### config.mk
export PLATFORM = sky130hd
export DESIGN_NAME = mtc_config_regs
export DESIGN_NICKNAME = d
export VERILOG_FILES = /design/src/common/mtc_pkg.sv /design/src/logic/mtc_shift_scale.sv /design/src/logic/mtc_config_regs.sv
export SDC_FILE = /design/constraint.sdc
export NUM_CORES = 1
export LEC_CHECK = 0
export BUFFER_PORTS_ARGS = -buffer_cell sky130_fd_sc_hd__buf_2
export CORE_ASPECT_RATIO = 0.5
export CORE_UTILIZATION = 40
export CTS_CLUSTER_DIAMETER = 40
export DETAILED_ROUTE_END_ITERATION = 10
export PLACE_DENSITY = 0.7
export REMOVE_ABC_BUFFERS = 1
export SYNTH_ARGS = -nofsm -noshare
export SYNTH_HDL_FRONTEND = slang
export SYNTH_SLANG_ARGS = --single-unit
### constraint.sdc
create_clock -name clk -period 6.6 [get_ports clk]
set_input_delay 1.98 -clock clk [delete_from_list [all_inputs] [get_ports clk]]
set_output_delay 1.98 -clock clk [all_outputs]
set_load 0.02 [all_outputs]
### src/common/mtc_pkg.sv
// Constants for the motor tuning configuration register bank.
// Assumes a 40 MHz system clock and an 8-bit register address from the serial host.
package mtc_pkg;

  // Register word and address widths
  localparam int ADDR_W = 8;
  localparam int DATA_W = 16;

  // Register offsets
  localparam logic [ADDR_W-1:0] BEMF_ADVANCE_CONFIG_OFS  = 8'h91;
  localparam logic [ADDR_W-1:0] STARTUP_BRAKE_CONFIG_OFS = 8'h92;

  // Values after reset
  localparam logic [DATA_W-1:0] BEMF_ADVANCE_CONFIG_RST  = 16'h0000;
  localparam logic [DATA_W-1:0] STARTUP_BRAKE_CONFIG_RST = 16'h0000;

  // Writable bits of the back-EMF and advance word; bit 15 is reserved
  localparam logic [DATA_W-1:0] BEMF_ADVANCE_WR_MASK = 16'h7FFF;

  // Field positions in the back-EMF and advance word
  localparam int BEMF_SHIFT_LSB    = 12;
  localparam int BEMF_MANT_LSB     = 8;
  localparam int ADV_MODE_BIT      = 7;
  localparam int ADV_SHIFT_LSB     = 4;
  localparam int ADV_MANT_LSB      = 0;

  // Field positions in the start-up and brake word
  localparam int STAT_THR_LSB      = 14;
  localparam int BRK_CUR_BIT       = 13;
  localparam int HYST_BIT          = 12;
  localparam int SPEED_DET_EN_BIT  = 11;
  localparam int REV_EN_BIT        = 10;
  localparam int REV_THR_LSB       = 8;
  localparam int OL_CUR_LSB        = 6;
  localparam int OL_RAMP_LSB       = 3;
  localparam int BRK_DUR_LSB       = 0;

  // Width of a mantissa shifted by up to seven places
  localparam int SCALED_W = 11;

  // Clock rate and time figures
  localparam int unsigned CLK_FREQ_KHZ     = 40000;
  localparam int unsigned STAT_WIN_MIN_MS  = 80;
  localparam int unsigned BRAKE_MAX_MS     = 2700;
  localparam int unsigned STAT_WIN_MIN_CYCLES = STAT_WIN_MIN_MS * CLK_FREQ_KHZ;
  localparam int unsigned BRAKE_MAX_CYCLES    = BRAKE_MAX_MS * CLK_FREQ_KHZ;

  // Widths of the cycle-count outputs
  localparam int STAT_WIN_W = 25;
  localparam int BRAKE_W    = 27;

  // Reset synchroniser length
  localparam int RST_SYNC_STAGES = 2;

endpackage : mtc_pkg

### src/logic/mtc_shift_scale.sv
// Mantissa-and-shift expander for packed configuration constants.
// Assumes a four-bit mantissa and a three-bit shift count; purely combinational.
`timescale 1ns/1ps
module mtc_shift_scale
  import mtc_pkg::*;
(
  input  wire logic [3:0]          mantissa,
  input  wire logic [2:0]          shiftCount,
  output logic      [SCALED_W-1:0] scaled
);

  // Widen first so no bit falls off the top
  always_comb begin
    scaled = {{(SCALED_W-4){1'b0}}, mantissa} << shiftCount;
  end

endmodule : mtc_shift_scale

### src/logic/mtc_config_regs.sv
// Two configuration words of a sensorless motor controller, with field decode.
// Assumes a serial register host that presents single-cycle write and read strobes
// on this clock, and a motor control core that samples the decoded outputs.
// Operation
// Host leaves reserved top bit untouched.
// Back-EMF constant is mantissa shifted left.
// Advance mode: fixed or supply-scaled.
// Advance time is mantissa shifted left.
// Stationary threshold picks 80-640 ms window.
// Hysteresis bit picks 20 or 40 mV.
// Speed detection runs only when enabled.
// Reverse drive allowed only when enabled.
// Reverse threshold code picks 6.3-51 Hz.
// Current code sets open-loop and align current.
// Brake code zero disables; else halving durations.
// Decoded fields update at edge after write.
// Reset clears every writable field.
`timescale 1ns/1ps
module mtc_config_regs
  import mtc_pkg::*;
#(
  parameter int unsigned STAT_WIN_CYCLES = STAT_WIN_MIN_CYCLES, // Shortest stationary window
  parameter int unsigned BRAKE_CYCLES    = BRAKE_MAX_CYCLES     // Longest brake duration
)
(
  input  wire logic                  clk,
  input  wire logic                  arst_n,
  // Register host side
  input  wire logic [ADDR_W-1:0]     regAddr,
  input  wire logic [DATA_W-1:0]     regWrData,
  input  wire logic                  regWrEn,
  input  wire logic                  regRdEn,
  output logic      [DATA_W-1:0]     regRdData,
  output logic                       regRdAck,
  // Decoded settings toward the motor control core
  output logic      [SCALED_W-1:0]   bemfConstant,
  output logic      [SCALED_W-1:0]   advanceTime,
  output logic                       advanceModeSel,
  output logic      [1:0]            stationarySpeedThreshold,
  output logic      [STAT_WIN_W-1:0] stationaryWindowCycles,
  output logic                       brakeCurrentThresholdSel,
  output logic      [5:0]            brakeCurrentThresholdMa,
  output logic                       comparatorHysteresisSel,
  output logic      [5:0]            comparatorHysteresisMv,
  output logic                       speedDetectEnable,
  output logic                       reverseDriveEnable,
  output logic      [1:0]            reverseDriveThreshold,
  output logic      [9:0]            reverseDriveThresholdDeciHz,
  output logic      [1:0]            openloopCurrentSel,
  output logic      [10:0]           openloopCurrentMa,
  output logic      [10:0]           alignCurrentMa,
  output logic      [2:0]            openloopCurrentRamp,
  output logic      [2:0]            brakeDurationSel,
  output logic                       brakeActive,
  output logic      [BRAKE_W-1:0]    brakeDurationCycles
);

  // Reset synchroniser chain
  logic [RST_SYNC_STAGES-1:0] rstSync;
  // Released reset used by everything else
  logic                       rstSync_n;

  // Stored configuration words
  logic [DATA_W-1:0] bemfAdvanceConfig;
  logic [DATA_W-1:0] startupBrakeConfig;
  // Words as they will be after this edge
  logic [DATA_W-1:0] next_bemfAdvanceConfig;
  logic [DATA_W-1:0] next_startupBrakeConfig;

  // Address hits
  logic hitBemf;
  logic hitBrake;

  // Shifted products from the next words
  logic [SCALED_W-1:0] next_bemfConstant;
  logic [SCALED_W-1:0] next_advanceTime;

  // Open-loop current in mA for a two-bit code
  function automatic logic [10:0] olCurrentMa(input logic [1:0] code);
    case (code)
      2'h0:    olCurrentMa = 11'h0C8;  // 0.2 A
      2'h1:    olCurrentMa = 11'h190;  // 0.4 A
      2'h2:    olCurrentMa = 11'h320;  // 0.8 A
      default: olCurrentMa = 11'h640;  // 1.6 A
    endcase
  endfunction : olCurrentMa

  // Align current in mA for the same code
  function automatic logic [10:0] alCurrentMa(input logic [1:0] code);
    case (code)
      2'h0:    alCurrentMa = 11'h096;  // 0.15 A
      2'h1:    alCurrentMa = 11'h12C;  // 0.3 A
      2'h2:    alCurrentMa = 11'h258;  // 0.6 A
      default: alCurrentMa = 11'h4B0;  // 1.2 A
    endcase
  endfunction : alCurrentMa

  // Reverse threshold in tenths of a hertz
  function automatic logic [9:0] revThrDeciHz(input logic [1:0] code);
    case (code)
      2'h0:    revThrDeciHz = 10'h03F;  // 6.3 Hz
      2'h1:    revThrDeciHz = 10'h082;  // 13 Hz
      2'h2:    revThrDeciHz = 10'h104;  // 26 Hz
      default: revThrDeciHz = 10'h1FE;  // 51 Hz
    endcase
  endfunction : revThrDeciHz

  // Stationary window doubles per code step, 80 ms at code zero
  function automatic logic [STAT_WIN_W-1:0] statWindow(input logic [1:0] code);
    logic [STAT_WIN_W-1:0] base;
    base       = STAT_WIN_W'(STAT_WIN_CYCLES);
    statWindow = base << code;
  endfunction : statWindow

  // Brake time halves per code step; zero means no braking
  function automatic logic [BRAKE_W-1:0] brakeWindow(input logic [2:0] code);
    logic [BRAKE_W-1:0] base;
    base = BRAKE_W'(BRAKE_CYCLES);
    if (code == 3'h0) begin
      brakeWindow = '0;
    end else begin
      brakeWindow = base >> (code - 3'h1);
    end
  endfunction : brakeWindow

  // Hold reset until two clean edges after release
  always_ff @(posedge clk or negedge arst_n) begin
    if (!arst_n) begin
      rstSync <= '0;
    end else begin
      rstSync <= {rstSync[RST_SYNC_STAGES-2:0], 1'b1};
    end
  end
  assign rstSync_n = rstSync[RST_SYNC_STAGES-1];

  // Address decode
  always_comb begin
    hitBemf  = (regAddr == BEMF_ADVANCE_CONFIG_OFS);
    hitBrake = (regAddr == STARTUP_BRAKE_CONFIG_OFS);
  end

  // Next word values; the reserved top bit never takes host data
  always_comb begin
    next_bemfAdvanceConfig  = bemfAdvanceConfig;
    next_startupBrakeConfig = startupBrakeConfig;
    if (regWrEn && hitBemf) begin
      next_bemfAdvanceConfig = regWrData & BEMF_ADVANCE_WR_MASK;
    end
    if (regWrEn && hitBrake) begin
      next_startupBrakeConfig = regWrData;
    end
  end

  // Back-EMF constant from mantissa and shift count
  mtc_shift_scale uBemfScale (
    .mantissa   (next_bemfAdvanceConfig[BEMF_MANT_LSB +: 4]),
    .shiftCount (next_bemfAdvanceConfig[BEMF_SHIFT_LSB +: 3]),
    .scaled     (next_bemfConstant)
  );

  // Commutation advance time from mantissa and shift count
  mtc_shift_scale uAdvScale (
    .mantissa   (next_bemfAdvanceConfig[ADV_MANT_LSB +: 4]),
    .shiftCount (next_bemfAdvanceConfig[ADV_SHIFT_LSB +: 3]),
    .scaled     (next_advanceTime)
  );

  // Word storage; decode is taken from the next value so the core
  // sees a write on the very edge that stores it
  always_ff @(posedge clk or negedge rstSync_n) begin
    if (!rstSync_n) begin
      bemfAdvanceConfig  <= BEMF_ADVANCE_CONFIG_RST;
      startupBrakeConfig <= STARTUP_BRAKE_CONFIG_RST;
    end else begin
      bemfAdvanceConfig  <= next_bemfAdvanceConfig;
      startupBrakeConfig <= next_startupBrakeConfig;
    end
  end

  // Back-EMF and advance settings
  always_ff @(posedge clk or negedge rstSync_n) begin
    if (!rstSync_n) begin
      bemfConstant   <= '0;
      advanceTime    <= '0;
      advanceModeSel <= 1'b0;
    end else begin
      bemfConstant   <= next_bemfConstant;
      advanceTime    <= next_advanceTime;
      // Zero holds advance fixed, one asks the core to scale by BEMF/supply
      advanceModeSel <= next_bemfAdvanceConfig[ADV_MODE_BIT];
    end
  end

  // Initial speed detection and comparator settings
  always_ff @(posedge clk or negedge rstSync_n) begin
    if (!rstSync_n) begin
      stationarySpeedThreshold <= 2'h0;
      stationaryWindowCycles   <= '0;
      speedDetectEnable        <= 1'b0;
      comparatorHysteresisSel  <= 1'b0;
      comparatorHysteresisMv   <= 6'h00;
    end else begin
      stationarySpeedThreshold <= next_startupBrakeConfig[STAT_THR_LSB +: 2];
      stationaryWindowCycles   <= statWindow(next_startupBrakeConfig[STAT_THR_LSB +: 2]);
      // Core skips detection entirely while this is low
      speedDetectEnable        <= next_startupBrakeConfig[SPEED_DET_EN_BIT];
      comparatorHysteresisSel  <= next_startupBrakeConfig[HYST_BIT];
      if (next_startupBrakeConfig[HYST_BIT]) begin
        comparatorHysteresisMv <= 6'h28;
      end else begin
        comparatorHysteresisMv <= 6'h14;
      end
    end
  end

  // Reverse drive settings
  always_ff @(posedge clk or negedge rstSync_n) begin
    if (!rstSync_n) begin
      reverseDriveEnable          <= 1'b0;
      reverseDriveThreshold       <= 2'h0;
      reverseDriveThresholdDeciHz <= 10'h000;
    end else begin
      reverseDriveEnable          <= next_startupBrakeConfig[REV_EN_BIT];
      reverseDriveThreshold       <= next_startupBrakeConfig[REV_THR_LSB +: 2];
      reverseDriveThresholdDeciHz <= revThrDeciHz(next_startupBrakeConfig[REV_THR_LSB +: 2]);
    end
  end

  // Open-loop and align current settings
  always_ff @(posedge clk or negedge rstSync_n) begin
    if (!rstSync_n) begin
      openloopCurrentSel  <= 2'h0;
      openloopCurrentMa   <= 11'h000;
      alignCurrentMa      <= 11'h000;
      openloopCurrentRamp <= 3'h0;
    end else begin
      openloopCurrentSel  <= next_startupBrakeConfig[OL_CUR_LSB +: 2];
      openloopCurrentMa   <= olCurrentMa(next_startupBrakeConfig[OL_CUR_LSB +: 2]);
      alignCurrentMa      <= alCurrentMa(next_startupBrakeConfig[OL_CUR_LSB +: 2]);
      // Ramp code only; code zero is fastest, the core owns the slope table
      openloopCurrentRamp <= next_startupBrakeConfig[OL_RAMP_LSB +: 3];
    end
  end

  // Brake settings
  always_ff @(posedge clk or negedge rstSync_n) begin
    if (!rstSync_n) begin
      brakeDurationSel         <= 3'h0;
      brakeActive              <= 1'b0;
      brakeDurationCycles      <= '0;
      brakeCurrentThresholdSel <= 1'b0;
      brakeCurrentThresholdMa  <= 6'h00;
    end else begin
      brakeDurationSel         <= next_startupBrakeConfig[BRK_DUR_LSB +: 3];
      brakeActive              <= (next_startupBrakeConfig[BRK_DUR_LSB +: 3] != 3'h0);
      brakeDurationCycles      <= brakeWindow(next_startupBrakeConfig[BRK_DUR_LSB +: 3]);
      brakeCurrentThresholdSel <= next_startupBrakeConfig[BRK_CUR_BIT];
      if (next_startupBrakeConfig[BRK_CUR_BIT]) begin
        brakeCurrentThresholdMa <= 6'h30;
      end else begin
        brakeCurrentThresholdMa <= 6'h18;
      end
    end
  end

  // Read port; one cycle of latency, unmapped addresses answer zero.
  // Reserved bit always reads zero because it is never stored.
  always_ff @(posedge clk or negedge rstSync_n) begin
    if (!rstSync_n) begin
      regRdData <= '0;
      regRdAck  <= 1'b0;
    end else begin
      regRdAck <= regRdEn;
      if (regRdEn && hitBemf) begin
        regRdData <= bemfAdvanceConfig;
      end else if (regRdEn && hitBrake) begin
        regRdData <= startupBrakeConfig;
      end else if (regRdEn) begin
        regRdData <= '0;
      end
    end
  end

endmodule : mtc_config_regs

==> metrics.csv <==
stage,metric,value,unit
sta,TNS Setup,0,ns
setup_path,CP startpoint kind,input port,
power,Net Sw Power,515,uW
setup_path,kind of critical path,in -> reg,
logic_synthesis,mean post-synth cell area,11.6,um2
run,Max-cap violations,0,
cts,"Clk pin slew, worst setup/hold paths",0.06,ns
sta,Final Max Tran Viols,0,
placed_design,Placement Setup Slack,1.84,ns
cts,Clock Sinks,120,
final_layout,nets,644,
cts,H-tree levels,4,
sta,Final Cycle Share,0.656,
placed_design,Placed Area,6050,um2
global_routing,number of global-route vias before repair,3577,
cts,CTS Buffer Depth,2,
worst_hold_path,hold crit path type,reg -> reg,
sta,"Hold Vio Cnt, Final",0,
global_routing,largest net degree at the start of global routing,66,
cts,TritonCTS clock tree,done,
final_layout,Util after Layout,0.523,
global_routing,total congestion overflow,0,
final_layout,layout cells sized above 1,0.360,
cts,CTS Root Cell,clkbuf_16,
sta,RSZ-0062 raised after global routing,false,
sta,Period minus WS final,4.33,ns
logic_synthesis,"Seq/Total Area, Yosys",0.557,
setup_path,Setup crit end kind,flip-flop,
logic_synthesis,"top cells by area, synth","dfrtp_1 56%, buf_4 6.8%, mux2i_1 6.5%, ha_1 4.2%, mux2_2 4.0%",
drt,DRC viols,6,
cts,CTS buffer count,17,
global_routing,antenna violations before repair,0,
sta,final setup violation count,0,
power,sequential power share,0.379,
setup_path,Crit path required time,6.93,ns
floorplan,Top Ports,181,
setup_path,Critical Path AT,4.66,ns
drt,Initial DRC Count,270,
logic_synthesis,Synth Cell Area,5390,um2
placed_design,placer congestion estimate,0.816,
logic_synthesis,Main synth FF type,dfrtp_1,
floorplan,die area,14000,um2
floorplan,Initial Utilization,0.417,
cts,post-CTS setup buffer count,0,
logic_synthesis,synthesized instance count,466,
drt,routed vias/inst,4.76,
sta,Slew headroom,0.350,
logic_synthesis,Synth area leader,dfrtp_1,
logic_synthesis,"count leader, synth",dfrtp_1,
logic_synthesis,Synth Register Bits,120,
logic_synthesis,Unique masters post-synth,42,
drt,Final ANT Viol Nets,0,
logic_synthesis,Post-synth EDFFs,0,
placed_design,I/O Buffers,158,
drt,final WL,12000,um
logic_synthesis,commonest cells in the netlist,"120 x dfrtp_1, 49 x buf_4, 35 x mux2i_1, 32 x nand2_1, 29 x nor2_1",
floorplan,Die H,84.1,um
placed_design,DP Wirelength,8300,um
setup_path,CP max FO,14,
cts,post-cts resize count,0,
sta,worst-case clock skew,0.00663,ns
power,Pwr per Cell Area,315,nW/um2
sta,worst-margin pin slew,0.974,ns
power,Final Power,2130,uW
power,Lkg Pwr,0.00372,uW
power,Max rail drop VDD,198,uV
final_layout,fillers,1149,
drt,wire per inst,15.3,um
power,clock power share,0.515,
final_layout,ant diodes,0,
sta,max frequency,231,MHz
cts,# hold bufs at CTS,0,
power,Sw Share,0.242,
power,combinational share of power,0.106,
logic_synthesis,Yosys warning count,0,
global_routing,global-route wire length before repair,19500,um
floorplan,Placeable Area,12900,um2
sta,post-route setup slack,2.27,ns
drt,routed vias,3718,
outcome,violated checks,DRC,
logic_synthesis,fraction of registers with async set/reset,1.00,
logic_synthesis,area share of the largest cell type after synthesis,0.557,
floorplan,chip width,166,um
outcome,run status,"complete, but fails checks",
cts,Skew-Pair Late Insertion Delay,0.41,ns
global_routing,total track usage,0.181,
floorplan,Cell Rows,29,
final_layout,area grow syn2layout,25.2,%
final_layout,"Design Area, Final",6750,um2
drt,First-pass DRT Iterations,7,
power,internal power,1610,uW
## layout by cell type, fill, tap and decap left out, types with 3 or more instances in the layout
| cell | Yosys | layout |
|---|---|---|
| bufinv_16 | 0 | 7 |
| buf_2 | 4 | 158 |
| conb_1 | 2 | 24 |
| clkbuf_16 | 0 | 17 |
| and2_1 | 5 | 5 |
| inv_1 | 27 | 27 |
| ha_1 | 18 | 18 |
| a31oi_1 | 4 | 4 |
| nor2_1 | 29 | 29 |
| nor2b_1 | 5 | 5 |
| a21oi_1 | 24 | 24 |
| nand2b_1 | 4 | 4 |
| mux2_2 | 19 | 19 |
| o21ai_0 | 8 | 8 |
| clkinvlp_4 | 0 | 3 |
| dfrtp_1 | 120 | 119 |
| o211ai_1 | 3 | 3 |
| o22ai_1 | 3 | 3 |
| nand2_1 | 32 | 32 |
| a22oi_1 | 16 | 16 |
| mux2i_1 | 35 | 35 |
| nor3_1 | 8 | 8 |
| nand3b_1 | 5 | 5 |
| and3_1 | 5 | 5 |
## flip-flops by register name, summed over array words and instances (netlist names), 2 cells and up
| signal | flops |
|---|---|
| startupBrakeConfig | 8 |
| advanceTime | 11 |
| reverseDriveThresholdDeciHz | 6 |
| brakeCurrentThresholdMa | 2 |
| bemfAdvanceConfig | 15 |
| regRdData | 16 |
| openloopCurrentRamp | 2 |
| rstSync | 2 |
| alignCurrentMa | 7 |
| stationaryWindowCycles | 9 |
| brakeDurationCycles | 25 |
| bemfConstant | 11 |
| openloopCurrentMa | 2 |
## critical path, stage by stage
cell and delay, ns:
buf_2 0.11, nor4b_4 0.46, and3_1 0.51, nand2_1 0.13, nand2_1 0.12, inv_1 0.10, ha_1 0.22, nor2b_1 0.13
mux2_2 0.38, inv_1 0.21, nand2_1 0.12, mux2i_1 0.17
## per-stage QoR
step	hold WS, ns	std cells
after floorplan	0.331	419
after global placement	0.340	749
after detailed placement	0.337	749
after CTS	0.350	781
after global routing	0.361	781
final	0.351	781
## power groups by stage
stage / Sequential [uW] / Clock [uW] / Combinational, uW
finish: 805 / 1100 / 226
global route: 811 / 1140 / 246
detailed placement: 818 / 0 / 227
CTS: 806 / 1110 / 228
global placement: 817 / 0 / 223
floorplan: 877 / 0 / 77.3
## worst paths after layout
kind                                                  start                           endpoint  slack, ns  depth (start not counted)
max                                              regAddr[3]  brakeDurationCycles[22]$_DFF_PN0_       2.27                         12
min                                    rstSync[0]$_DFF_PN0_               rstSync[1]$_DFF_PN0_       0.35                          0
max reg2reg                brakeDurationCycles[7]$_DFF_PN0_  brakeDurationCycles[22]$_DFF_PN0_       4.48                          7
min reg2reg                            rstSync[0]$_DFF_PN0_               rstSync[1]$_DFF_PN0_       0.35                          0
max in group asynchronous              rstSync[1]$_DFF_PN0_    bemfAdvanceConfig[14]$_DFF_PN0_       4.94                          1
min in group asynchronous              rstSync[1]$_DFF_PN0_           advanceTime[9]$_DFF_PN0_       0.38                          0
## per-layer routing
metal / GRT usage / wire [um] / part of all wire / up-vias
met2: 0.303 / 6120 / 0.51 / 96
met4: 0.0680 / 165 / 0.014 / 0
met1: 0.227 / 5090 / 0.43 / 1839
met5: 0 / 0 / 0 / -
li1: - / - / - / 1768
met3: 0.0484 / 589 / 0.049 / 15
## logic make-up after synthesis
logic type | count (synthesis) | share of synthesized area
AO/OA/AOI/OAI | 65 | 0.0747
XOR/XNOR | 3 | 0.00836
adder cells (fa/ha/maj) | 18 | 0.0418
buffers and inverters | 96 | 0.102
flip-flops | 120 | 0.557
multiplexers | 57 | 0.114
other | 2 | 0.00139
AND/OR/NAND/NOR | 105 | 0.101
## final cells by class
type                            count  area, um2  area share
Sequential cell                   120       3010       0.445
Multi-Input combinational cell    272       1920       0.285
Timing Repair Buffer              160        806       0.119
Clock buffer                       20        457      0.0676
Clock inverter                     12        246      0.0365
Tap cell                          170        213      0.0315
Inverter                           27        101      0.0150
(Power assumes the default switching activity.)
